File: src/pkg/prdly_map.vh
// Register map, field positions, reset values and timing counts
// Assumes a 32-bit APB slave and a 20 MHz mclk
// Overview of operation
// - Comparator sync delays shutdown until first timer
// - Auto restart clears event flag when cause gone
// - Without auto restart software clears event flag
// - Active edge delayed by count instruction cycles
// - Restart and delay bits reset to zero
// - Event flag set holds outputs in shutdown
// - Three-bit code selects shutdown sources
// - Shutdown pair drive low, high or tristate
`ifndef PRDLY_MAP_VH
`define PRDLY_MAP_VH
// Register byte offsets
`define PRDLY_OFS_DELAY_CTRL 12'h000
`define PRDLY_OFS_SHUTDOWN_CTRL 12'h004
`define PRDLY_OFS_STATUS 12'h008
// Delay control fields
`define PRDLY_RESTART_BIT 7
`define PRDLY_COUNT_MSB 6
`define PRDLY_DELAY_CTRL_RESET 8'h00
// Shutdown control fields
`define PRDLY_FLAG_BIT 7
`define PRDLY_SRC_MSB 6
`define PRDLY_SRC_LSB 4
`define PRDLY_AC_MSB 3
`define PRDLY_AC_LSB 2
`define PRDLY_BD_MSB 1
`define PRDLY_BD_LSB 0
`define PRDLY_SHUTDOWN_CTRL_RESET 8'h00
// Instruction cycle is four oscillator periods
`define PRDLY_OSC_PER_INSTR 2'h3
`endif

File: src/rtl/prdly_source_sel.v
// Shutdown source decoder
// Assumes comparator and pin inputs already synchronous to mclk
`timescale 1ns/1ns
`default_nettype none
module prdly_source_sel
(
  // Selection
  input wire [2:0] sel,
  // Sources
  input wire cmp1_high,
  input wire cmp2_high,
  input wire int_pin_low,
  // Result
  output reg cause
);
  // Decode three-bit code; 000 disables
  always @*
  begin
    case (sel)
      3'h0: cause = 1'b0;
      3'h1: cause = cmp1_high;
      3'h2: cause = cmp2_high;
      3'h3: cause = cmp1_high | cmp2_high;
      3'h4: cause = int_pin_low;
      3'h5: cause = int_pin_low | cmp1_high;
      3'h6: cause = int_pin_low | cmp2_high;
      default: cause = int_pin_low | cmp1_high | cmp2_high;
    endcase
  end
endmodule // prdly_source_sel
`default_nettype wire

File: src/rtl/prdly_edge_delay.v
// One-channel active-edge delay
// Assumes instr_tick pulses once per instruction cycle
`timescale 1ns/1ns
`default_nettype none
module prdly_edge_delay
(
  // Clock and reset
  input wire mclk,
  input wire rst,
  // Control
  input wire [6:0] count,
  input wire instr_tick,
  // Waveform
  input wire sched,
  output reg out
);
  reg [6:0] remain; // Instruction cycles left
  reg sched_q; // Previous scheduled level
  // Delay rising edges only
  always @(posedge mclk or posedge rst)
  begin
    if (rst)
    begin
      remain <= 7'h00;
      sched_q <= 1'b0;
      out <= 1'b0;
    end
    else
    begin
      sched_q <= sched;
      if (!sched)
      begin
        // Falling edge passes unchanged
        out <= 1'b0;
        remain <= 7'h00;
      end
      else if (!sched_q)
      begin
        // New active request; zero count is immediate
        if (count == 7'h00)
          out <= 1'b1;
        else
          remain <= count;
      end
      else if (!out && remain != 7'h00 && instr_tick)
      begin
        // Count instruction cycles
        if (remain == 7'h01)
          out <= 1'b1;
        remain <= remain - 7'h01;
      end
    end
  end
endmodule // prdly_edge_delay
`default_nettype wire

File: src/rtl/prdly_top.v
// PWM auto-restart and active-edge delay block with APB registers
// Assumes all inputs synchronous to mclk; rst covers every reset source
//
// Added by the designer: the register addresses and the APB slave port.
`timescale 1ns/1ns
`default_nettype none
`include "prdly_map.vh"
module prdly_top
(
  // Clock and reset
  input wire mclk,
  input wire rst,
  // APB slave
  input wire psel,
  input wire penable,
  input wire pwrite,
  input wire [11:0] paddr,
  input wire [31:0] pwdata,
  output wire pready,
  output reg [31:0] prdata,
  output wire pslverr,
  // Shutdown sources
  input wire cmp1_high,
  input wire cmp2_high,
  input wire int_pin_low,
  input wire comparator_output_sync,
  input wire first_timer_tick,
  // Scheduled PWM waveforms, pins a..d
  input wire [3:0] pwm_sched,
  // Pin drive
  output reg [3:0] pwm_out,
  output reg [3:0] pwm_oe
);
  reg restart_auto_enable; // Auto restart control
  reg [6:0] active_edge_delay_count; // Delay in instruction cycles
  reg shutdown_event_flag; // Shutdown active
  reg [2:0] shutdown_source_select; // Source code
  reg [1:0] pair_ac_shutdown_level; // Pins a and c shutdown state
  reg [1:0] pair_bd_shutdown_level; // Pins b and d shutdown state
  reg [1:0] osc_cnt; // Oscillator phase within instruction cycle
  reg cause_held; // Cause after optional timer sync
  wire instr_tick; // One pulse per four mclk
  wire raw_cause; // Decoded shutdown cause
  wire cause; // Effective cause
  wire [3:0] delayed; // Delayed waveforms
  wire wr_en; // Write strobe
  wire rd_sel; // Mapped address
  reg [31:0] next_prdata; // Read word before capture
  //
  // Timing summary for the next engineer:
  // - A write lands at the access edge, when psel and penable are high.
  // - Read data is captured at the setup edge and then stands for the
  //   whole access phase, so prdata is a flop and not a decoder output.
  //   The cost is that a status read shows the waveform one cycle late.
  // - A shutdown cause sets the event flag at the next edge, and the
  //   pins follow one edge after that.
  // - With comparator sync on, the cause only counts once the first
  //   timer tick has sampled it, so glitches that miss the tick never shut down.
  // - A rising request waits count instruction ticks; the tick phase
  //   is free running, so the delay jitters by up to three clocks.
  // - Falling requests are never delayed, so dead time only grows.
  //
  // Decode mapped register addresses
  function is_mapped;
    input [11:0] a;
    begin
      if (a == `PRDLY_OFS_DELAY_CTRL)
        is_mapped = 1'b1;
      else if (a == `PRDLY_OFS_SHUTDOWN_CTRL)
        is_mapped = 1'b1;
      else if (a == `PRDLY_OFS_STATUS)
        is_mapped = 1'b1;
      else
        is_mapped = 1'b0;
    end
  endfunction
  // Pair shutdown enable: codes 1x float both pins
  function shut_oe;
    input [1:0] code;
    begin
      shut_oe = ~code[1];
    end
  endfunction
  // Pair shutdown level: low bit picks the driven level
  function shut_lvl;
    input [1:0] code;
    begin
      shut_lvl = code[0];
    end
  endfunction
  // Zero-wait slave; unmapped gives an error
  assign pready = 1'b1;
  assign rd_sel = is_mapped(paddr);
  assign pslverr = psel & penable & ~rd_sel;
  assign wr_en = psel & penable & pwrite;
  // Instruction clock divider: mclk divided by four
  always @(posedge mclk or posedge rst)
  begin
    if (rst)
      osc_cnt <= 2'h0;
    else
      osc_cnt <= osc_cnt + 2'h1;
  end
  assign instr_tick = (osc_cnt == `PRDLY_OSC_PER_INSTR);
  // Source selection
  prdly_source_sel u_sel
  (
    .sel(shutdown_source_select),
    .cmp1_high(cmp1_high),
    .cmp2_high(cmp2_high),
    .int_pin_low(int_pin_low),
    .cause(raw_cause)
  );
  // Resample cause on first timer tick when sync is on
  always @(posedge mclk or posedge rst)
  begin
    if (rst)
      cause_held <= 1'b0;
    else if (first_timer_tick)
      cause_held <= raw_cause;
  end
  assign cause = comparator_output_sync ? cause_held : raw_cause;
  // Control registers; all reset to zero
  always @(posedge mclk or posedge rst)
  begin
    if (rst)
    begin
      restart_auto_enable <= 1'b0;
      active_edge_delay_count <= 7'h00;
      shutdown_source_select <= 3'h0;
      pair_ac_shutdown_level <= 2'h0;
      pair_bd_shutdown_level <= 2'h0;
    end
    else if (wr_en && paddr == `PRDLY_OFS_DELAY_CTRL)
    begin
      restart_auto_enable <= pwdata[`PRDLY_RESTART_BIT];
      active_edge_delay_count <= pwdata[`PRDLY_COUNT_MSB:0];
    end
    else if (wr_en && paddr == `PRDLY_OFS_SHUTDOWN_CTRL)
    begin
      shutdown_source_select <= pwdata[`PRDLY_SRC_MSB:`PRDLY_SRC_LSB];
      pair_ac_shutdown_level <= pwdata[`PRDLY_AC_MSB:`PRDLY_AC_LSB];
      pair_bd_shutdown_level <= pwdata[`PRDLY_BD_MSB:`PRDLY_BD_LSB];
    end
  end
  // Event flag; a live cause wins over any clear
  always @(posedge mclk or posedge rst)
  begin
    if (rst)
      shutdown_event_flag <= 1'b0;
    else if (cause)
      shutdown_event_flag <= 1'b1;
    else if (restart_auto_enable)
      shutdown_event_flag <= 1'b0;
    else if (wr_en && paddr == `PRDLY_OFS_SHUTDOWN_CTRL)
      shutdown_event_flag <= pwdata[`PRDLY_FLAG_BIT];
  end
  // Per-pin active-edge delay
  genvar gi;
  generate
    for (gi = 0; gi < 4; gi = gi + 1)
    begin : g_dly
      prdly_edge_delay u_dly
      (
        .mclk(mclk),
        .rst(rst),
        .count(active_edge_delay_count),
        .instr_tick(instr_tick),
        .sched(pwm_sched[gi]),
        .out(delayed[gi])
      );
    end
  endgenerate
  // Output drive; shutdown state overrides waveform
  always @(posedge mclk or posedge rst)
  begin
    if (rst)
    begin
      pwm_out <= 4'h0;
      pwm_oe <= 4'h0;
    end
    else if (shutdown_event_flag)
    begin
      // Pins a,c use one code, b,d the other
      pwm_out[0] <= shut_lvl(pair_ac_shutdown_level);
      pwm_out[2] <= shut_lvl(pair_ac_shutdown_level);
      pwm_oe[0] <= shut_oe(pair_ac_shutdown_level);
      pwm_oe[2] <= shut_oe(pair_ac_shutdown_level);
      pwm_out[1] <= shut_lvl(pair_bd_shutdown_level);
      pwm_out[3] <= shut_lvl(pair_bd_shutdown_level);
      pwm_oe[1] <= shut_oe(pair_bd_shutdown_level);
      pwm_oe[3] <= shut_oe(pair_bd_shutdown_level);
    end
    else
    begin
      // Normal operation
      pwm_out <= delayed;
      pwm_oe <= 4'hf;
    end
  end
  // Read word for the addressed register; unmapped reads zero
  always @*
  begin
    if (paddr == `PRDLY_OFS_DELAY_CTRL)
      next_prdata = {24'h000000, restart_auto_enable, active_edge_delay_count};
    else if (paddr == `PRDLY_OFS_SHUTDOWN_CTRL)
      next_prdata = {24'h000000, shutdown_event_flag, shutdown_source_select,
                     pair_ac_shutdown_level, pair_bd_shutdown_level};
    else if (paddr == `PRDLY_OFS_STATUS)
      next_prdata = {28'h0000000, delayed};
    else
      next_prdata = 32'h00000000;
  end
  // Capture in the setup phase; relies on paddr held through access
  always @(posedge mclk or posedge rst)
  begin
    if (rst)
      prdata <= 32'h00000000;
    else if (psel && !penable)
      prdata <= next_prdata;
  end
endmodule // prdly_top
`default_nettype wire

File: config.mk
export PLATFORM = sky130hd
export DESIGN_NAME = prdly_top
export DESIGN_NICKNAME = d
export VERILOG_FILES = /design/src/rtl/prdly_source_sel.v /design/src/rtl/prdly_edge_delay.v /design/src/rtl/prdly_top.v
export VERILOG_INCLUDE_DIRS = /design/src /design/src/pkg
export SDC_FILE = /design/constraint.sdc
export NUM_CORES = 1
export LEC_CHECK = 0
export BUFFER_PORTS_ARGS = -buffer_cell sky130_fd_sc_hd__buf_4
export CAP_MARGIN = 20
export CORE_ASPECT_RATIO = 1.5
export CORE_MARGIN = 2
export CORE_UTILIZATION = 45
export DETAILED_ROUTE_END_ITERATION = 6
export GPL_ROUTABILITY_DRIVEN = 0
export HOLD_SLACK_MARGIN = 0.03
export PLACE_DENSITY_LB_ADDON = 0.15
export SYNTH_ARGS = -nofsm -noshare
export SYNTH_HDL_FRONTEND = slang
export SYNTH_SLANG_ARGS = --single-unit
File: constraint.sdc
create_clock -name mclk -period 4.9 [get_ports mclk]
set_input_delay 0.49 -clock mclk [delete_from_list [all_inputs] [get_ports mclk]]
set_output_delay 0.49 -clock mclk [all_outputs]
set_load 0.02 [all_outputs]
# ---- Word-level counts from Yosys, hierarchy flattened
# Index checks and enable logic that the tools add are counted.
dict set report totals {
  out_inout_bits 42
  register_bits 95
  in_bits 58
}
dict set report classes {
  n_reduce_logical 33
  n_addsub 5
  eq_ne 29
  n_mux 43
  bitwise 11
}
# op count
set ops {}
lappend ops {{$mux 7} 13}
lappend ops {{$eq 7x1->1 const B} 4}
lappend ops {{$reduce_bool 7->1} 4}
lappend ops {{$sub 7x1->7 const B} 4}
lappend ops {{$mux 1} 24}
lappend ops {{$ne 3x3->1 const B} 8}
lappend ops {{$mux 8} 2}
lappend ops {{$eq 12x3->1 const B} 1}
lappend ops {{$eq 12x4->1 const B} 1}
lappend ops {{$logic_not 12->1} 1}
lappend ops {{$mux 4} 3}
lappend ops {{$ne 3x1->1 const B} 4}
lappend ops {{$ne 3x2->1 const B} 4}
lappend ops {{$reduce_and 3->1} 4}
lappend ops {{$logic_and 1x1->1} 11}
lappend ops {{$reduce_and 2->1} 5}
lappend ops {{$eq 3x3->1 const B} 3}
lappend ops {{$logic_not 7->1} 1}
lappend ops {{$pmux 1 s7} 1}
lappend ops {{$eq 3x2->1 const B} 2}
lappend ops {{$logic_not 1->1} 5}
lappend ops {{$not 1->1} 4}
lappend ops {{$or 1x1->1} 4}
lappend ops {{$and 1x1->1} 3}
lappend ops {{other kinds (5)} 5}

# ---- Depth between registers and ports, before layout
# Gate-level depths: netlist of the first run.
dict set report depth {
  depth_word 6
  ltp_mapped 7
  mapped_depth_nobuf 6
}

# ---- Cells and area by module
# From an unflattened synthesis of the first run, not the netlist that was laid out.
dict set report unflattened {
  hier_cells 463
  area_unflattened_um2 4280.4
}
# module cells_each n_inst seq_area_each_um2 area_each_um2
set modules_own_cells {}
lappend modules_own_cells {prdly_edge_delay 77 4 225.2 646.9}
lappend modules_own_cells {prdly_top 153 1 825.8 1679.1}
lappend modules_own_cells {prdly_source_sel 2 1 0.0 13.8}

# ---- Worst setup path after synthesis of the first run
# No wires, ideal clock.
dict set report synth_path {
  path_type {input-to-reg}
  start {input port paddr[5]}
  end {register pair_ac_shutdown_level[0]}
  path_slack_ns 2.857
  setup_ns 0.125
  arrival_ns 1.918
  path_stages 5
  required_ns 4.775
  path_cell_list {nor4_2 nand3_2 or4_1 buf_6 mux2_4}
}
dict set report synth_between {
  elab_chain_len 4
  word_cells_on_any_way 6
  cone_classes {eq/ne: 1; bitwise: 1; reduce/logical: 4}
}
# element line_no
set synth_rtl {}
lappend synth_rtl {{from (decl)} prdly_top.v:17} ;# input wire [11:0] paddr,
lappend synth_rtl {{$logic_not 12->1 (no source line)} -}
lappend synth_rtl {{$logic_and 1x1->1 (no source line)} -}
lappend synth_rtl {{$not 1->1 (no source line)} -}
lappend synth_rtl {{$reduce_and 2->1 (no source line) *} -}
lappend synth_rtl {{to (signal assigned)} prdly_top.v:142} ;# pair_ac_shutdown_level <= pwdata[`PRDLY_AC_MSB:`PRDLY_AC_LSB];
lappend synth_rtl {{to (decl)} prdly_top.v:38} ;# reg [1:0] pair_ac_shutdown_level;
# Every way passes the cells marked *; elsewhere a longest branch is shown, timed or not.
# A chain may end at the register's enable or synchronous reset.

# ---- Worst setup path after layout of the first run
dict set report layout_path {
  start {register active_edge_delay_count[2]}
  end {register g_dly[2].u_dly.remain[6]}
}
dict set report layout_between {
  elab_chain_len 3
}
# element line_no
set layout_rtl {}
lappend layout_rtl {{from (decl)} prdly_top.v:35} ;# reg [6:0] active_edge_delay_count;
lappend layout_rtl {{from (signal assigned)} prdly_top.v:137} ;# active_edge_delay_count <= pwdata[`PRDLY_COUNT_MSB:0];
lappend layout_rtl {{$logic_not 7->1} prdly_edge_delay.v:40} ;# if (count == 7'h00)
lappend layout_rtl {{$ne 3x2->1 (no source line)} -}
lappend layout_rtl {{$reduce_and 2->1 (no source line)} -}
lappend layout_rtl {{to (signal assigned)} prdly_edge_delay.v:43} ;# remain <= count;
lappend layout_rtl {{to (signal assigned)} prdly_edge_delay.v:50} ;# remain <= remain - 7'h01;
lappend layout_rtl {{to (decl)} prdly_edge_delay.v:17} ;# reg [6:0] remain;
# Every way passes these cells.

==> results of run 1 <==
[sequential cells by signal, summed over array words and instances, names as in the netlist, 3 cells and up]
signal and count:
active_edge_delay_count 7, g_dly.u_dly.out 4, g_dly.u_dly.remain 28, g_dly.u_dly.sched_q 4, prdata 8, pwm_out 4, shutdown_source_select 3
[cells in the final DEF, fill, tap and decap left out, types with 5 or more instances in the layout]
master / n
mux2_4: 15
buf_4: 51
o31ai_1: 5
nor3_1: 8
nor2_1: 14
o21ai_0: 11
clkbuf_16: 9
mux2i_1: 11
nor2b_1: 5
o211ai_1: 7
a31oi_1: 5
ha_1: 9
a32o_1: 5
inv_1: 30
nand2_1: 38
conb_1: 25
a21oi_1: 23
o21ai_1: 13
or3_1: 8
nand3_1: 11
dfrtp_1: 69
[metrics by stage]
stage,instances,util (%)
floorplan,428,-
global placement,550,49.8
detailed placement,550,49.8
CTS,566,53.5
global route,566,53.5
finish,566,53.5
[path summary, 6_finish.rpt]
check	startpoint	to	slack (ps)
max in group asynchronous	rst	prdata[3]$_DFFE_PP0P_	3700
min in group mclk	pwm_sched[1]	g_dly[1].u_dly.sched_q$_DFF_PP0_	300
hold reg to reg	osc_cnt[0]$_DFF_PP0_	osc_cnt[0]$_DFF_PP0_	420
setup reg to reg	active_edge_delay_count[2]$_DFFE_PP0P_	g_dly[2].u_dly.remain[6]$_DFFE_PP0P_	2700
setup / recovery	active_edge_delay_count[2]$_DFFE_PP0P_	g_dly[2].u_dly.remain[6]$_DFFE_PP0P_	2700
hold / removal	rst	pwm_out[1]$_DFF_PP0_	250
[cells in the mapped netlist, types with 3 or more instances]
cell,instances,area share [%]
nand2_1,38,3.6
o21ai_1,13,1.6
or3_1,8,1.3
dfrtp_1,69,43
o21ai_0,11,1.4
nand3b_1,4,0.75
clkbuf_1,9,0.85
a211oi_1,3,0.56
o31ai_1,5,0.94
nor2_1,14,1.3
a21oi_1,23,2.9
or4_1,3,0.56
buf_4,27,5.1
a31oi_1,5,0.78
and2_1,4,0.63
a22o_1,3,0.66
a211o_1,3,0.66
ha_1,9,2.8
o211ai_1,7,1.3
a22oi_1,3,0.56
nor2b_1,5,0.78
a32o_1,5,1.3
inv_1,31,2.9
nor4_1,4,0.63
nand3_1,11,1.4
mux2i_1,11,2.8
mux2_4,15,5.6
o221ai_1,4,0.88
nand2b_1,3,0.47
nor3_1,8,1.0
nor3b_1,3,0.56
[area by class of cell]
class | instances | area, µm²
repair buffers | 51 | 383
fillers | 819 | 4050
multi-input cells | 289 | 1980
clock buffers | 12 | 256
clock inverters | 4 | 70.1
well taps | 110 | 138
flip-flops and latches | 69 | 1730
inverters | 31 | 116
[cells by family (layout without fill, tap and decap cells)]
logic type	after synthesis	in the layout	share of synthesized area, %
and+or+nand+nor	120	120	16.7
AOI/OAI and AO/OA	107	107	18.7
buffers and inverters	70	98	9.34
DFF	69	69	43.2
muxes	28	28	8.96
adders and majority gates	9	9	2.82
other	2	25	0.188
[power by group through the flow]
stage	Clock, mW	Combinational, mW	Sequential (mW)
6_report	0.706	0.134	0.598
5_1_grt	0.753	0.150	0.600
4_1_cts	0.725	0.135	0.598
3_5_place_dp	0	0.135	0.608
3_3_place_gp	0	0.133	0.608
2_1_floorplan	0	0.109	0.601
[layer usage]
layer  GRT usage [%]  vias up
met2            36.4      103
met1            23.5     1574
met4            8.26        0
li1                -     1530
met5               0        -
met3            5.00       18
==> flow_metrics.py, run 1 <==
metrics = {
    "outcome": {
        "status": "completed",
    },
    "timing": {
        "tightestPinTransition_ps": 801,
        "maxSlewHeadroom_pct": 46.2,
        "rsz0062_at_grt": "false",
        "slew_viol_final": 0,
        "fmax_mhz": 454,
        "hold_violations": 0,
        "setup-tns-final_ps": 0,
        "min_period_ps": 2200,
        "hold_slack_ps": 253,
        "post-route-period-util_pct": 45.0,
        "finClkSkew_ps": 5.00,
        "worst_slack_ps": 2700,
        "setup_viol": 0,
    },
    "global_route": {
        "antenna_found_initial": 0,
        "grt_first_pass_wirelength_mm": 15.4,
        "first_global_vias": 3218,
        "grt_max_degree": 40,
        "globalRouteTotalUtil_pct": 20.7,
        "grt_overflow_total": 0,
    },
    "yosys": {
        "synth.yosys.seq_area_share_pct": 43.2,
        "synth.distinct_cells": 63,
        "async_flop_share_pct": 100,
        "syn_area_mm2": 0.00399,
        "synth_ff_type": "dfrtp_1",
        "synth_edf_count": 0,
        "ys_seq_elements": 69,
        "ys_warn_count": 0,
        "synth_cells": 405,
        "synth_area_per_cell_um2": 9.86,
    },
    "detailed_routing": {
        "drtIter0Drc": 182,
        "ant_nets": 0,
        "wl_per_cell_um": 16.5,
        "topRoutingLayerUsed": "met4",
        "dr_wl_met3_um": 499,
        "vias": 3225,
        "wl_met2_mm": 4.90,
        "met1_length_mm": 3.71,
        "drc": 0,
        "first_pass_iters": 5,
        "wirelength_mm": 9.33,
        "viasPerCell": 5.70,
    },
    "clock_network": {
        "h-tree-depth": 3,
        "cts_setup_buffers": 0,
        "clockRootBuffer": "clkbuf_16",
        "clock_latency_ps": 340,
        "cts_resized": 0,
        "holdBufCountCts": 0,
        "cts.clk_slew.worst_paths_ps": 60,
        "cts_buffers": 9,
        "clockBufferDepth": 2,
        "cts.sinks": 69,
        "tritoncts": "built",
    },
    "pwr": {
        "swShare_pct": 23.4,
        "clkPwrFrac_pct": 49.1,
        "p_leak_nw": 2.19,
        "p_comb_share_pct": 9.3,
        "p_int_mw": 1.10,
        "pwr_density_cell_mw_per_mm2": 308,
        "power_mw": 1.44,
        "ir_worst_vdd_uv": 183,
        "p_switching_uw": 336,
        "pwr-share-seq_pct": 41.6,
    },
    "critical_path": {
        "cp-end-kind": "flip-flop",
        "cp-start-kind": "flip-flop",
        "cp.required_ps": 5120,
        "criticalPathCategory": "flip-flop to flip-flop",
        "path_buf_inv": 0,
        "cp_slowest_stage_delay_ps": 680,
        "worstPathArrival_ps": 2420,
        "rr_worst_depth": 4,
        "crit_family": "simple AND/OR/NAND/NOR gates",
        "crit_fanout": 7,
        "cp.depth": 4,
        "critPathSlowestCell": "or4_1",
        "worstPathCellList": "or4_1 -> o21ai_1 -> and2_1 -> o32ai_1",
    },
    "floorplanning": {
        "die_w_um": 80.9,
        "die_h_um": 119,
        "io-pin-count": 100,
        "start_util_pct": 45.8,
        "design.core.area_mm2": 0.00872,
        "die_area_mm2": 0.00966,
        "row_count": 42,
    },
    "finish": {
        "drive_gt1_share_pct": 19.7,
        "final_cell_area_mm2": 0.00467,
        "area_growth_pct": 17.0,
        "layout.nets": 518,
        "n_antenna_cell": 0,
    },
    "worst_hold_path": {
        "hp-class": "input pin to async pin",
    },
    "placed_design": {
        "dp_slack_ps": 2400,
        "hpwl_mm": 6.75,
        "place_area_mm2": 0.00434,
        "port-buffer-count": 50,
    },
    "job": {
        "maxCapViolCount": 0,
    },
}
No activity file was read; power rests on OpenSTA's default activity.
==> run 2: changes to the inputs <==
- clock period: 4.9 -> 2 ns (I/O delays scaled with it)
==> run 2 against run 1 <==
Net effect:
- first-iteration DRC count fell by 1.6%
- combinational power grew to 3.0 times the previous value
- critical path depth increased by 3
- critical endpoint is now g_dly[3].u_dly.out$_DFFE_PP0P_
- non-clock buffer count is 42 higher
- largest cell class unchanged
- sequential share of layout area down 2.2 points
- highest routed layer unchanged
- final area up 6.3%
==> flow_metrics.py, run 2 (synthesized netlist as in run 1, its figures left out) <==
metrics = {
    "critical_path": {
        "reg2reg_from": "g_dly[3].u_dly.remain[1]$_DFFE_PP0P_",
        "crit_fanout": 4,
        "path_buf_inv": 2,
        "cp_slowest_stage_delay_ps": 390,
        "crit_family": "simple AND/OR/NAND/NOR gates",
        "cp.required_ps": 2220,
        "timing.rr.end": "g_dly[3].u_dly.out$_DFFE_PP0P_",
        "cp-end-kind": "flip-flop",
        "critPathSlowestCell": "dfrtp_1",
        "worstPathCellList": "inv_2 -> ha_2 -> or3b_4 -> o211ai_1 -> buf_4 -> o221ai_1 -> and2_1",
        "cp-start-kind": "flip-flop",
        "worstPathArrival_ps": 2120,
        "reg2reg_setup_slack_ps": 100,
        "criticalPathCategory": "flip-flop to flip-flop",
        "rr_worst_depth": 7,
    },
    "clock_network": {
        "clockRootBuffer": "clkbuf_16",
        "cts_buffers": 9,
        "h-tree-depth": 3,
        "clockBufferDepth": 2,
        "clock_latency_ps": 330,
        "cts.clk_slew.worst_paths_ps": 50,
        "tritoncts": "built",
        "cts.sinks": 69,
    },
    "pwr": {
        "p_leak_nw": 2.36,
        "ir_worst_vdd_uv": 431,
        "power_mw": 3.27,
        "p_comb_share_pct": 12.1,
        "pwr-share-seq_pct": 44.6,
        "pwr_density_cell_mw_per_mm2": 658,
        "clkPwrFrac_pct": 43.3,
        "p_switching_uw": 817,
        "swShare_pct": 25.0,
        "p_int_mw": 2.45,
    },
    "global_route": {
        "grt_max_degree": 50,
        "grt_overflow_total": 0,
        "antenna_found_initial": 0,
        "grt_first_pass_wirelength_mm": 16.4,
        "first_global_vias": 3281,
        "globalRouteTotalUtil_pct": 22.5,
    },
    "worst_hold_path": {
        "worstHoldStart": "pwm_sched[3]",
        "hp-class": "input pin to flip-flop",
        "hold_path_depth": 1,
        "hold_end": "g_dly[3].u_dly.sched_q$_DFF_PP0_",
    },
    "placed_design": {
        "port-buffer-count": 50,
        "place_area_mm2": 0.00462,
        "dp.cells": 585,
        "hpwl_mm": 7.31,
    },
    "floorplanning": {
        "io-pin-count": 100,
        "die_h_um": 119,
        "start_util_pct": 45.8,
        "die_w_um": 80.9,
        "die_area_mm2": 0.00966,
        "row_count": 42,
        "design.core.area_mm2": 0.00872,
    },
    "finish": {
        "most-common-layout-cells": "buf_4, dfrtp_1, nand2_1",
        "final_cell_area_mm2": 0.00496,
        "final_cell_count_no_fill": 607,
        "reg_top3": "g_dly.u_dly.remain (28), prdata (8), active_edge_delay_count (7)",
        "top_register": "g_dly.u_dly.remain",
        "area_growth_pct": 24.3,
        "layout.nets": 560,
        "layout_commonest_cell": "buf_4",
        "multi_input_area_mm2": 0.00200,
        "n_antenna_cell": 0,
        "largest_reg_flops": 28,
        "drive_gt1_share_pct": 26.6,
        "nFillCells": 795,
        "regArea_mm2": 0.00173,
    },
    "timing": {
        "finClkSkew_ps": 2.90,
        "slew_viol_final": 0,
        "setup-tns-final_ps": 0,
        "hold_violations": 0,
        "fmax_mhz": 526,
        "tightestPinTransition_ps": 615,
        "post-route-period-util_pct": 95.0,
        "rsz0062_at_grt": "false",
        "setup_viol": 0,
        "min_period_ps": 1900,
        "maxSlewHeadroom_pct": 58.6,
    },
    "detailed_routing": {
        "vias": 3308,
        "wl_per_cell_um": 16.5,
        "ant_nets": 0,
        "drc": 0,
        "drtIter0Drc": 179,
        "viasPerCell": 5.45,
        "first_pass_iters": 5,
        "wirelength_mm": 10.0,
    },
    "outcome": {
        "status": "completed",
    },
    "job": {
        "maxCapViolCount": 0,
    },
}
-- run 2: changes by cell type in the layout (fill, tap and decap cells not counted), sizes merged --
cell and change:
buf +38, bufinv -2, clkbuf +1, dlygate4sd3 +4
-- run 2: cell type report --
class,count,area share [%]
Multi-Input combinational cell,289,40.3
Tap cell,110,2.77
Clock inverter,2,0.202
Clock buffer,13,5.04
Timing Repair Buffer,93,14.5
Inverter,31,2.34
Sequential cell,69,34.8
-- run 2: worst max-delay path by stage --
| stage | start | to | slack, ps | cells after the start |
|---|---|---|---|---|
| finish | g_dly[3].u_dly.remain[1]$_DFFE_PP0P_ | g_dly[3].u_dly.out$_DFFE_PP0P_ | 100 | 7 |
| global route | g_dly[3].u_dly.remain[0]$_DFFE_PP0P_ | g_dly[3].u_dly.out$_DFFE_PP0P_ | 9 | 7 |
| global placement | g_dly[3].u_dly.remain[1]$_DFFE_PP0P_ | g_dly[3].u_dly.remain[3]$_DFFE_PP0P_ | 3 | 6 |
| floorplan | rst | active_edge_delay_count[0]$_DFFE_PP0P_ | 60 | 1 |
| detailed placement | g_dly[3].u_dly.remain[1]$_DFFE_PP0P_ | g_dly[3].u_dly.remain[5]$_DFFE_PP0P_ | -20 | 6 |
| CTS | g_dly[1].u_dly.remain[1]$_DFFE_PP0P_ | g_dly[1].u_dly.remain[2]$_DFFE_PP0P_ | 20 | 6 |
-- run 2: timing repair --
item | 4_1_cts | 5_1_grt
pin swaps | 1 | 2
cloned | 0 | 0
buffers inserted | 1 | 2
endpoints found under the hold margin | 23 | 0
setup endpoints to repair | 4 | 10
hold buffers | 4 | 0
resized for setup | 0 | 7
-- run 2: through the flow --
stage | util (%) | worst slack, ps | hold WS [ps]
finish | 56.9 | 99.5 | 43.2
global route | 56.9 | 9.40 | 33.7
CTS | 56.5 | 21.4 | 32.1
detailed placement | 52.9 | -19.0 | 257
global placement | 52.9 | 2.97 | 252
floorplan | - | 60.1 | 231
-- run 2: power by group through the flow --
stage | combinational, mW | sequential (mW) | clock [mW]
global placement | 0.383 | 1.48 | 0
detailed placement | 0.388 | 1.48 | 0
global route | 0.439 | 1.46 | 1.54
finish | 0.396 | 1.46 | 1.41
floorplan | 0.268 | 1.47 | 0
CTS | 0.397 | 1.46 | 1.46
-- run 2: layer usage --
metal  global-route usage, %  routed length, µm  vias to the layer above
met5                       0                  0                        -
met4                    7.63                164                        0
met3                    5.38                436                       10
met2                    39.3               5400                       78
met1                    26.4               4030                     1617
li1                        -                  -                     1603
